$ cat config.mk
export PLATFORM = sky130hd
export DESIGN_NAME = mtx_tx_front
export DESIGN_NICKNAME = d
export VERILOG_FILES = /design/src/core/mtx_pkg.sv /design/src/core/mtx_tx_front.sv
export SDC_FILE = /design/constraint.sdc
export NUM_CORES = 1
export LEC_CHECK = 0
export ABC_AREA = 1
export BUFFER_PORTS_ARGS = -buffer_cell sky130_fd_sc_hd__buf_2
export CAP_MARGIN = 20
export CORE_MARGIN = 2
export CORE_UTILIZATION = 35
export DETAILED_ROUTE_END_ITERATION = 12
export PLACE_DENSITY_LB_ADDON = 0.3
export SLEW_MARGIN = 20
export SYNTH_ARGS = -nofsm -noshare
export SYNTH_HDL_FRONTEND = slang
export SYNTH_SLANG_ARGS = --single-unit
$ cat constraint.sdc
create_clock -name mclk -period 3.48 [get_ports mclk]
set_input_delay 0.174 -clock mclk [delete_from_list [all_inputs] [get_ports mclk]]
set_output_delay 0.174 -clock mclk [all_outputs]
set_load 0.02 [all_outputs]
$ cat src/core/mtx_pkg.sv
// Constants for the modem transmit front end: clock rate, bit and carrier
// timing, character length codes and the phase step table.
// Assumes a single 125 MHz master clock drives the whole block.
package mtx_pkg;
  // Master clock and line rates
  localparam int unsigned CLK_HZ = 125_000_000;
  localparam int unsigned BIT_HZ = 1200;
  localparam int unsigned CAR_LO_HZ = 1200;
  localparam int unsigned CAR_HI_HZ = 2400;
  // Bit period and quarter periods of the carrier, rounded to nearest for best accuracy
  localparam int unsigned BIT_CYC_NOM = (CLK_HZ + BIT_HZ / 2) / BIT_HZ;
  localparam int unsigned CARQ_LO_NOM = (CLK_HZ + 2 * CAR_LO_HZ) / (4 * CAR_LO_HZ);
  localparam int unsigned CARQ_HI_NOM = (CLK_HZ + 2 * CAR_HI_HZ) / (4 * CAR_HI_HZ);
  // Character length code: total bits = 8 + code
  localparam logic [1:0] LEN_8 = 2'h0;
  localparam logic [1:0] LEN_11 = 2'h3;
  localparam int unsigned LEN_BASE = 8;
  // Scrambler taps and length
  localparam int unsigned SCR_LEN = 17;
  localparam int unsigned TAP_A = 14;
  localparam int unsigned TAP_B = 17;
  // Largest number of data bits in a character
  localparam int unsigned DATA_MAX = 9;

  typedef enum logic [1:0] {
    RX_IDLE = 2'h0,
    RX_START = 2'h1,
    RX_BITS = 2'h3
  } mtx_rx_t;

  // Quarter-turn step of the carrier for each dibit
  function automatic logic [1:0] mtx_step(input logic [1:0] sym);
    case (sym)
      2'h0: mtx_step = 2'h1;
      2'h1: mtx_step = 2'h0;
      2'h3: mtx_step = 2'h3;
      2'h2: mtx_step = 2'h2;
      default: mtx_step = 2'h0;
    endcase
  endfunction
endpackage

$ cat src/core/mtx_tx_front.sv
// Transmit front end: async-to-sync re-timing, 17-stage scrambler,
// dibit former and differential phase carrier with speed select.
// Assumes txData and all mode inputs are synchronous to mclk.
`timescale 1ns/10ps
`default_nettype none
// How it works
// - Characters are sampled mid-bit on the nominal bit time, tolerating -2.5% to +1%.
// - Output bits leave at 1200 Hz from a divider of the master clock, not of the input.
// - When no character waits, an extra stop bit is sent to keep output continuous.
// - When a character waits as the stop bit is due, that stop bit is dropped.
// - Characters of 8 to 11 total bits are handled, and a synchronous mode exists.
// - The re-timed bit stream is the scrambler input.
// - The scrambler is a 17-stage register advancing once per bit tick.
// - Stages 14 and 17 are XORed and then XORed with the input bit.
// - Each scrambled bit shifts into the first stage.
// - Stages one and two together form the dibit sent to the phase modulator.
// - A dibit is taken after every second bit tick, giving 600 baud.
// - Each dibit steps the carrier phase by one of four quarter turns at 1200 or 2400 Hz.
// - The phase carrier goes out in high speed, the frequency-shift input in low speed.
module mtx_tx_front
  import mtx_pkg::*;
#(
  parameter int unsigned BIT_CYC = BIT_CYC_NOM,
  parameter int unsigned CARQ_LO = CARQ_LO_NOM,
  parameter int unsigned CARQ_HI = CARQ_HI_NOM
) (
  input wire logic mclk,
  input wire logic arst_n,
  input wire logic clkEn,
  input wire logic txData,
  input wire logic syncMode,
  input wire logic [1:0] charLen,
  input wire logic lowSpeed,
  input wire logic highBand,
  input wire logic fskIn,
  output logic bitTick,
  output logic symbolTick,
  output logic scrData,
  output logic [1:0] dibit,
  output logic carrier,
  output logic modOut
);
  localparam int CW = $clog2(BIT_CYC + 1);
  localparam int QW = $clog2(CARQ_LO + CARQ_HI + 1);
  localparam logic [CW-1:0] BIT_LAST = CW'(BIT_CYC - 1);
  localparam logic [CW-1:0] BIT_HALF = CW'(BIT_CYC / 2 - 1);

  logic [CW-1:0] bitCnt;
  logic bitStb;
  logic half;
  logic symGo;
  logic [SCR_LEN-1:0] scr;
  logic inBit;
  logic scrBit;
  mtx_rx_t rxState;
  logic [CW-1:0] rxCnt;
  logic [3:0] rxIdx;
  logic [DATA_MAX-1:0] rxShift;
  logic [DATA_MAX-1:0] holdData;
  logic holdFull;
  logic rxDone;
  logic [DATA_MAX:0] outShift;
  logic [3:0] outLeft;
  logic loadOut;
  logic [3:0] dataBits;
  logic [QW-1:0] carCnt;
  logic [1:0] carQ;
  logic qTick;

  assign dataBits = 4'(LEN_BASE - 2) + {2'h0, charLen};

  // Output bit clock from the master oscillator
  // fixed bit divider
  always_ff @(posedge mclk or negedge arst_n) begin
    if (!arst_n) begin
      bitCnt <= '0;
      bitStb <= 1'b0;
    end else if (clkEn) begin
      bitStb <= (bitCnt == BIT_LAST);
      bitCnt <= (bitCnt == BIT_LAST) ? '0 : bitCnt + 1'b1;
    end
  end

  // Character receiver sampling mid-bit
  // nominal mid-bit sampling
  always_ff @(posedge mclk or negedge arst_n) begin
    if (!arst_n) begin
      rxState <= RX_IDLE;
      rxCnt <= '0;
      rxIdx <= 4'h0;
      rxShift <= '0;
      rxDone <= 1'b0;
    end else if (clkEn) begin
      rxDone <= 1'b0;
      case (rxState)
        RX_IDLE: begin
          rxCnt <= '0;
          if (!syncMode && !txData) begin
            rxState <= RX_START;
          end
        end
        RX_START: begin
          rxCnt <= rxCnt + 1'b1;
          if (rxCnt == BIT_HALF) begin
            rxCnt <= '0;
            rxIdx <= 4'h0;
            rxState <= txData ? RX_IDLE : RX_BITS; // Glitch rejects
          end
        end
        RX_BITS: begin
          rxCnt <= rxCnt + 1'b1;
          if (rxCnt == BIT_LAST) begin
            rxCnt <= '0;
            rxIdx <= rxIdx + 1'b1;
            if (rxIdx == dataBits) begin
              rxDone <= 1'b1; // Stop bit slot reached
              rxState <= RX_IDLE;
            end else begin
              rxShift[rxIdx] <= txData;
            end
          end
        end
        default: rxState <= RX_IDLE;
      endcase
    end
  end

  // Holding register between the two rates
  always_ff @(posedge mclk or negedge arst_n) begin
    if (!arst_n) begin
      holdData <= '0;
      holdFull <= 1'b0;
    end else if (clkEn) begin
      if (rxDone) begin
        holdData <= rxShift;
        holdFull <= 1'b1; // Set wins over load
      end else if (loadOut) begin
        holdFull <= 1'b0;
      end
    end
  end

  // Next output bit of the re-timed stream
  always_comb begin
    loadOut = 1'b0;
    inBit = 1'b1;
    if (syncMode) begin
      inBit = txData;
    end else if (outLeft > 4'h1) begin
      inBit = outShift[0];
    end else if (holdFull) begin
      loadOut = bitStb;
      inBit = 1'b0;
    end else if (outLeft == 4'h1) begin
      inBit = outShift[0];
    end else begin
      inBit = 1'b1;
    end
  end

  // Output framer: start, data, stop
  always_ff @(posedge mclk or negedge arst_n) begin
    if (!arst_n) begin
      outShift <= '1;
      outLeft <= 4'h0;
    end else if (clkEn && bitStb) begin
      if (syncMode) begin
        outLeft <= 4'h0;
      end else if (loadOut) begin
        outShift <= {1'b1, holdData} | ({(DATA_MAX + 1){1'b1}} << dataBits);
        outLeft <= dataBits + 4'h1;
      end else if (outLeft != 4'h0) begin
        outShift <= {1'b1, outShift[DATA_MAX:1]};
        outLeft <= outLeft - 4'h1;
      end
    end
  end

  assign scrBit = inBit ^ scr[TAP_A-1] ^ scr[TAP_B-1];

  // Scrambler register and pair counter
  // shift per bit
  always_ff @(posedge mclk or negedge arst_n) begin
    if (!arst_n) begin
      scr <= '0;
      scrData <= 1'b0;
      bitTick <= 1'b0;
      half <= 1'b0;
      symGo <= 1'b0;
    end else if (clkEn) begin
      bitTick <= bitStb;
      symGo <= bitStb && half;
      if (bitStb) begin
        scr <= {scr[SCR_LEN-2:0], scrBit};
        scrData <= scrBit;
        half <= ~half;
      end
    end
  end

  // Dibit capture at the symbol rate
  // stages one and two
  always_ff @(posedge mclk or negedge arst_n) begin
    if (!arst_n) begin
      dibit <= 2'h0;
      symbolTick <= 1'b0;
    end else if (clkEn) begin
      symbolTick <= symGo;
      if (symGo) begin
        dibit <= scr[1:0];
      end
    end
  end

  // Carrier quarter-period divider
  assign qTick = (carCnt == '0);
  always_ff @(posedge mclk or negedge arst_n) begin
    if (!arst_n) begin
      carCnt <= '0;
      carQ <= 2'h0;
    end else if (clkEn) begin
      carCnt <= qTick ? QW'((highBand ? CARQ_HI : CARQ_LO) - 1) : carCnt - 1'b1;
      carQ <= carQ + {1'b0, qTick} + (symGo ? mtx_step(scr[1:0]) : 2'h0);
    end
  end

  // Speed select onto the filter path
  // modulator routing
  always_ff @(posedge mclk or negedge arst_n) begin
    if (!arst_n) begin
      carrier <= 1'b0;
      modOut <= 1'b0;
    end else if (clkEn) begin
      carrier <= carQ[1];
      modOut <= lowSpeed ? fskIn : carQ[1];
    end
  end
endmodule
`default_nettype wire

Yosys cells after proc, flatten, opt, wreduce, memory -nomap -nowiden
Cells that the tools add are included.

storage, ports and cells
  bits in registers = 119
  input bits = 10
  logic and storage cells = 120

cells by class
  add/sub/neg operators = 10
  magnitude comparators = 3
  equal/unequal tests = 14
  shift operators = 1
  mux-type cells = 39
  bitwise gates (word level) = 6
  reduce and logical (&&, ||, !) cells = 25

operators with widths
  kind                     number
  $mux W17                 3
  $pmux W17 S3             1
  $add A17 B1 Y17 const B  2
  $eq A17 B17 Y1 const B   2
  $mux W10                 2
  $mux W4                  5
  $eq A17 B16 Y1 const B   1
  $logic_not A16 Y1        1
  $mux W16                 1
  $sub A15 B1 Y16 const B  1
  $sub A16 B1 Y16 const B  1
  $mux W15                 1
  $mux W1                  14
  $mux W2                  7
  $reduce_and A2 Y1        6
  $or A10 B10 Y10          1
  $shl A10 B4 Y10 const A  1
  $bwmux W9                1
  $add A4 B1 Y4 const B    2
  $ne A2 B2 Y1 const B     4
  $pmux W2 S4              1
  $pmux W4 S2              1
  $reduce_and A4 Y1        2
  $eq A2 B2 Y1 const B     3
  22 further kinds         34

Longest topological paths before layout
  word-level depth = 7
  gate-level depth with buffers = 13
  mapped depth without buffers = 13

Least setup slack after synthesis
OpenSTA, ideal clock, no wires.

  kind = flip-flop to flip-flop
  start = register carCnt[1]
  end = register carQ[1]
  setup time = 0.131 ns
  data arrival time = 1.853 ns
  required time = 3.349 ns
  setup slack = 1.496 ns
  cell stages (with the launch flop) = 10
  buffers on the path = 1
  clock period less this slack = 1.984 ns
  path through = dfrtp_1 -> nor2_1 -> nand2_1 -> nor2_1 -> nand2_2 -> buf_2 -> fa_1 -> a21oi_1 -> o21ai_0 -> xor2_1

between the ends
  word-level cells in the longest chain between the ends = 3

ends and longest elaborated chain
  element                   RTL line             source
  start: declaration        mtx_tx_front.sv:66   logic [QW-1:0] carCnt;
  start signal: assignment  mtx_tx_front.sv:222  carCnt <= qTick ? QW'((highBand ? CARQ_HI : CARQ_LO) - 1) : carCnt - 1'b1;
  $logic_not A16 Y1         mtx_tx_front.sv:216  assign qTick = (carCnt == '0);
  $add A2 B1 Y2             mtx_tx_front.sv:223  carQ <= carQ + {1'b0, qTick} + (symGo ? mtx_step(scr[1:0]) : 2'h0);
  $add A2 B2 Y2             mtx_tx_front.sv:223
  end signal: assignment    mtx_tx_front.sv:223
  end: declaration          mtx_tx_front.sv:67   logic [1:0] carQ;

Every way passes these cells.
A chain may end at the register's enable or synchronous reset.

Worst setup path after layout
  start = register outLeft[0]
  end = register outShift[6]

between the ends
  word-level cells in the longest chain between the ends = 5
  elaborated cells on any way between the ends = 7
  classes of those cells = order compare: 1; mux: 3; reduce/logical: 3

ends and longest elaborated chain
  element                       RTL line             source
  start: declaration            mtx_tx_front.sv:63   logic [3:0] outLeft;
  start signal: assignment      mtx_tx_front.sv:171  outLeft <= dataBits + 4'h1;
  start signal: assignment      mtx_tx_front.sv:174  outLeft <= outLeft - 4'h1;
  $gt A4 B1 Y1                  mtx_tx_front.sv:149  end else if (outLeft > 4'h1) begin
  $mux W1                       mtx_tx_front.sv:149
  $mux W1                       mtx_tx_front.sv:147  if (syncMode) begin
  $reduce_bool A2 Y1 (no line)  --
  $reduce_and A3 Y1 (no line)   --
  end signal: assignment        mtx_tx_front.sv:170  outShift <= {1'b1, holdData} | ({(DATA_MAX + 1){1'b1}} << dataBits);
  end signal: assignment        mtx_tx_front.sv:173  outShift <= {1'b1, outShift[DATA_MAX:1]};
  end: declaration              mtx_tx_front.sv:62   logic [DATA_MAX:0] outShift;

Several ways; a longest one is shown, not always the timed one.

==> impl_metrics.csv <==
group,metric,value,unit
timing,period_needed,2430,ps
clock_network,clockBufferDepth,2,
final_layout,drive_gt1_share,11.1,%
power_and_ir_drop,p_per_area,592,nW/um^2
global_routing,grt_use_total,14.4,%
power_and_ir_drop,ir_drop,0.358,mV
logic_synthesis,synthAdderAreaFrac,3.65,%
logic_synthesis,ys_ff_latch,117,
routing,dr.pass1.iters,5,
flow_run,drv_cap,0,
global_routing,antenna_found_initial,0,
timing,finClkSkew,6.56,ps
timing,worst_slew_pin_slew,831,ps
logic_synthesis,synth_fp_nets,834,
setup_path,crit_arrival,2760,ps
logic_synthesis,async_reset_ff_share,100,%
power_and_ir_drop,leakage,3.69,nW
clock_network,cts.sinks,117,
timing,max-slew-margin-rel,44.6,%
final_layout,n_antenna_cell,0,
run_status,status,"completed",
global_routing,grt_overflow_total,0,
clock_network,numCtsBuffers,17,
floorplan,die_h,139,um
logic_synthesis,synth_flop_cell,"dfrtp_1",
logic_synthesis,synth-xor-area-share,3.16,%
logic_synthesis,syn_inst,806,
floorplan,rows,49,
clock_network,htree_levels,4,
timing,hold_violations,0,
timing,setup_violations,0,
place,post-dp-hpwl,9220,um
clock_network,cts.clk_slew.worst_paths,60,ps
logic_synthesis,synth_compound_area_share,8.19,%
global_routing,grt_pass1_wl,23400,um
clock_network,root_buffer,"clkbuf_16",
final_layout,final_common_cell,"nand2_1",
floorplan,dieArea,19300,sq um
logic_synthesis,avgSynthCellArea,7.92,sq um
logic_synthesis,yosys.area_share.simple,29.9,%
timing,fin_crit_sh,69.8,%
final_layout,final_util,41.3,%
floorplan,start_util,35.7,%
routing,vias_per_cell,4.81,
floorplan,fp.dieW,139,um
setup_path,cp_max_fo,14,
clock_network,cts_tree,"done",
logic_synthesis,synth.distinct_cells,42,
setup_path,endpoint_kind,"flop",
place,place_area,6700,sq um
timing,rsz0062_at_grt,"no",
setup_path,criticalPathCategory,"flop to flop",
routing,drc,0,
clock_network,clk_latency,410,ps
timing,fmax,411,MHz
place,port-buffer-count,16,
logic_synthesis,synth.yosys.seq_area_share,46.0,%
logic_synthesis,synth-warning-count,0,
routing,drt_iter0_drc,360,
final_layout,fin_area,7390,sq um
routing,dr_total_vias,5159,
hold_path,hp-class,"primary input to flop",
logic_synthesis,synthMuxAreaShare,1.59,%
logic_synthesis,syn_area,6380,sq um
floorplan,core_area,17900,sq um
global_routing,first_global_vias,4971,
final_layout,area_growth,15.8,%
logic_synthesis,synth_top_family_by_area,"simple AND/OR/NAND/NOR gates",
global_routing,grt_max_degree,67,
timing,final_max_slew_viol_count,0,
routing,ant_nets,0,
logic_synthesis,yosys-top-cells-area,"dfrtp_1 (42%), nand2_1 (13%), inv_1 (5.7%)",
place,gp_congestion,0.846,
final_layout,layout_common_cells,"nand2_1 (222), dfrtp_1 (108), inv_1 (97)",
routing,drt_wl_total,13300,um
timing,whs,14.4,ps
floorplan,ioPinCount,17,
timing,fin_tns_setup,0,ps
setup_path,crit_required,3810,ps
logic_synthesis,synth_edf_count,0,
setup_path,start_kind,"flop",
logic_synthesis,yosysTopAreaCellShare,42.3,%
routing,detail_route.wl_per_cell,12.4,um
logic_synthesis,post-synth-top-area-cell,"dfrtp_1",
final_layout,nets,859,
cells in the mapped netlist (all sizes together) (4+ instances only):
library cell and number:
a21oi 15, a31oi 6, buf 9, clkbuf 9, dfrtp 108, dfstp 9, ha 17, inv 99
mux2 9, nand2 224, nand3 67, nand3b 4, nand4 24, nor2 77, nor3 21, nor4 8
o211ai 6, o21ai 51, o22ai 5, xor2 20
stage by stage:
step,setup WS [ps],total power [mW],std cells
after CTS,1090,4.43,1073
after detailed placement,1120,2.39,1039
final,1050,4.37,1073
after global routing,767,4.62,1073
after floorplan,1500,2.18,806
after global placement,1200,2.38,1039
layer usage:
layer  part of all wire, %  track usage (%)  vias to the layer above
li1                      -                -                     2682
met1                    50             19.6                     2399
met2                    46             23.3                       68
met3                   3.0             3.38                       10
met4                  0.92             4.04                        0
met5                     0                0                        -
timing repair:
action	in CTS	in global routing
buffers inserted	0	0
resized for setup	0	0
hold endpoints to repair	64	0
hold buffers	2	0
cell families (layout without fill, tap and decap cells):
group,count (synthesis),count (layout)
DFF,117,117
muxes,9,9
xor gates and xnor gates,23,23
adders and majority gates,18,18
buffers and inverters,119,157
AOI/OAI and AO/OA,91,91
and+or+nand+nor,429,429
worst paths after layout:
check,startpoint,endpoint,slack (ps),cells past startpoint
worst max register to register,outLeft[0]$_DFFE_PN0P_,outShift[6]$_DFFE_PN1P_,1050,9
worst min-delay path,lowSpeed,modOut$_DFFE_PN0P_,10,3
min in group asynchronous,arst_n,carCnt[13]$_DFFE_PN0P_,390,2
max in group asynchronous,arst_n,rxShift[6]$_DFFE_PN0P_,2240,3
worst max-delay path,outLeft[0]$_DFFE_PN0P_,outShift[6]$_DFFE_PN1P_,1050,9
worst min register to register,symbolTick$_DFFE_PN0P_,symbolTick$_DFFE_PN0P_,460,2
registers in the layout, summed over array words and instances (netlist names), 2 cells and up:
register	count
outLeft	4
carQ	2
dibit	2
outShift	9
rxState	2
rxShift	9
carCnt	16
bitCnt	17
holdData	9
rxIdx	4
rxCnt	17
scr	17
final cells by class:
class / count / area [sq um]
clock buffer: 17 / 425
fill: 1809 / 10500
sequential: 117 / 2940
timing repair buffer: 24 / 148
tap: 229 / 287
inverter: 101 / 379
multi-input combinational: 570 / 2970
clock inverter: 15 / 251
report_power, final:
part	internal, mW	switching, mW	leakage, nW
Combinational	0.238	0.487	1.86
Clock	1.35	0.652	0.320
Sequential	1.50	0.154	1.51
Total	3.08	1.29	3.69
critical path, stage by stage (launching register included):
cell and delay [ps]:
dfrtp_1 390, inv_1 100, ha_1 180, nand3_1 150, nand2_1 130, nand3_1 130, nor2_2 450, clkinv_1 420
o31ai_1 280, o21ai_0 100
(Power assumes the default switching activity.)
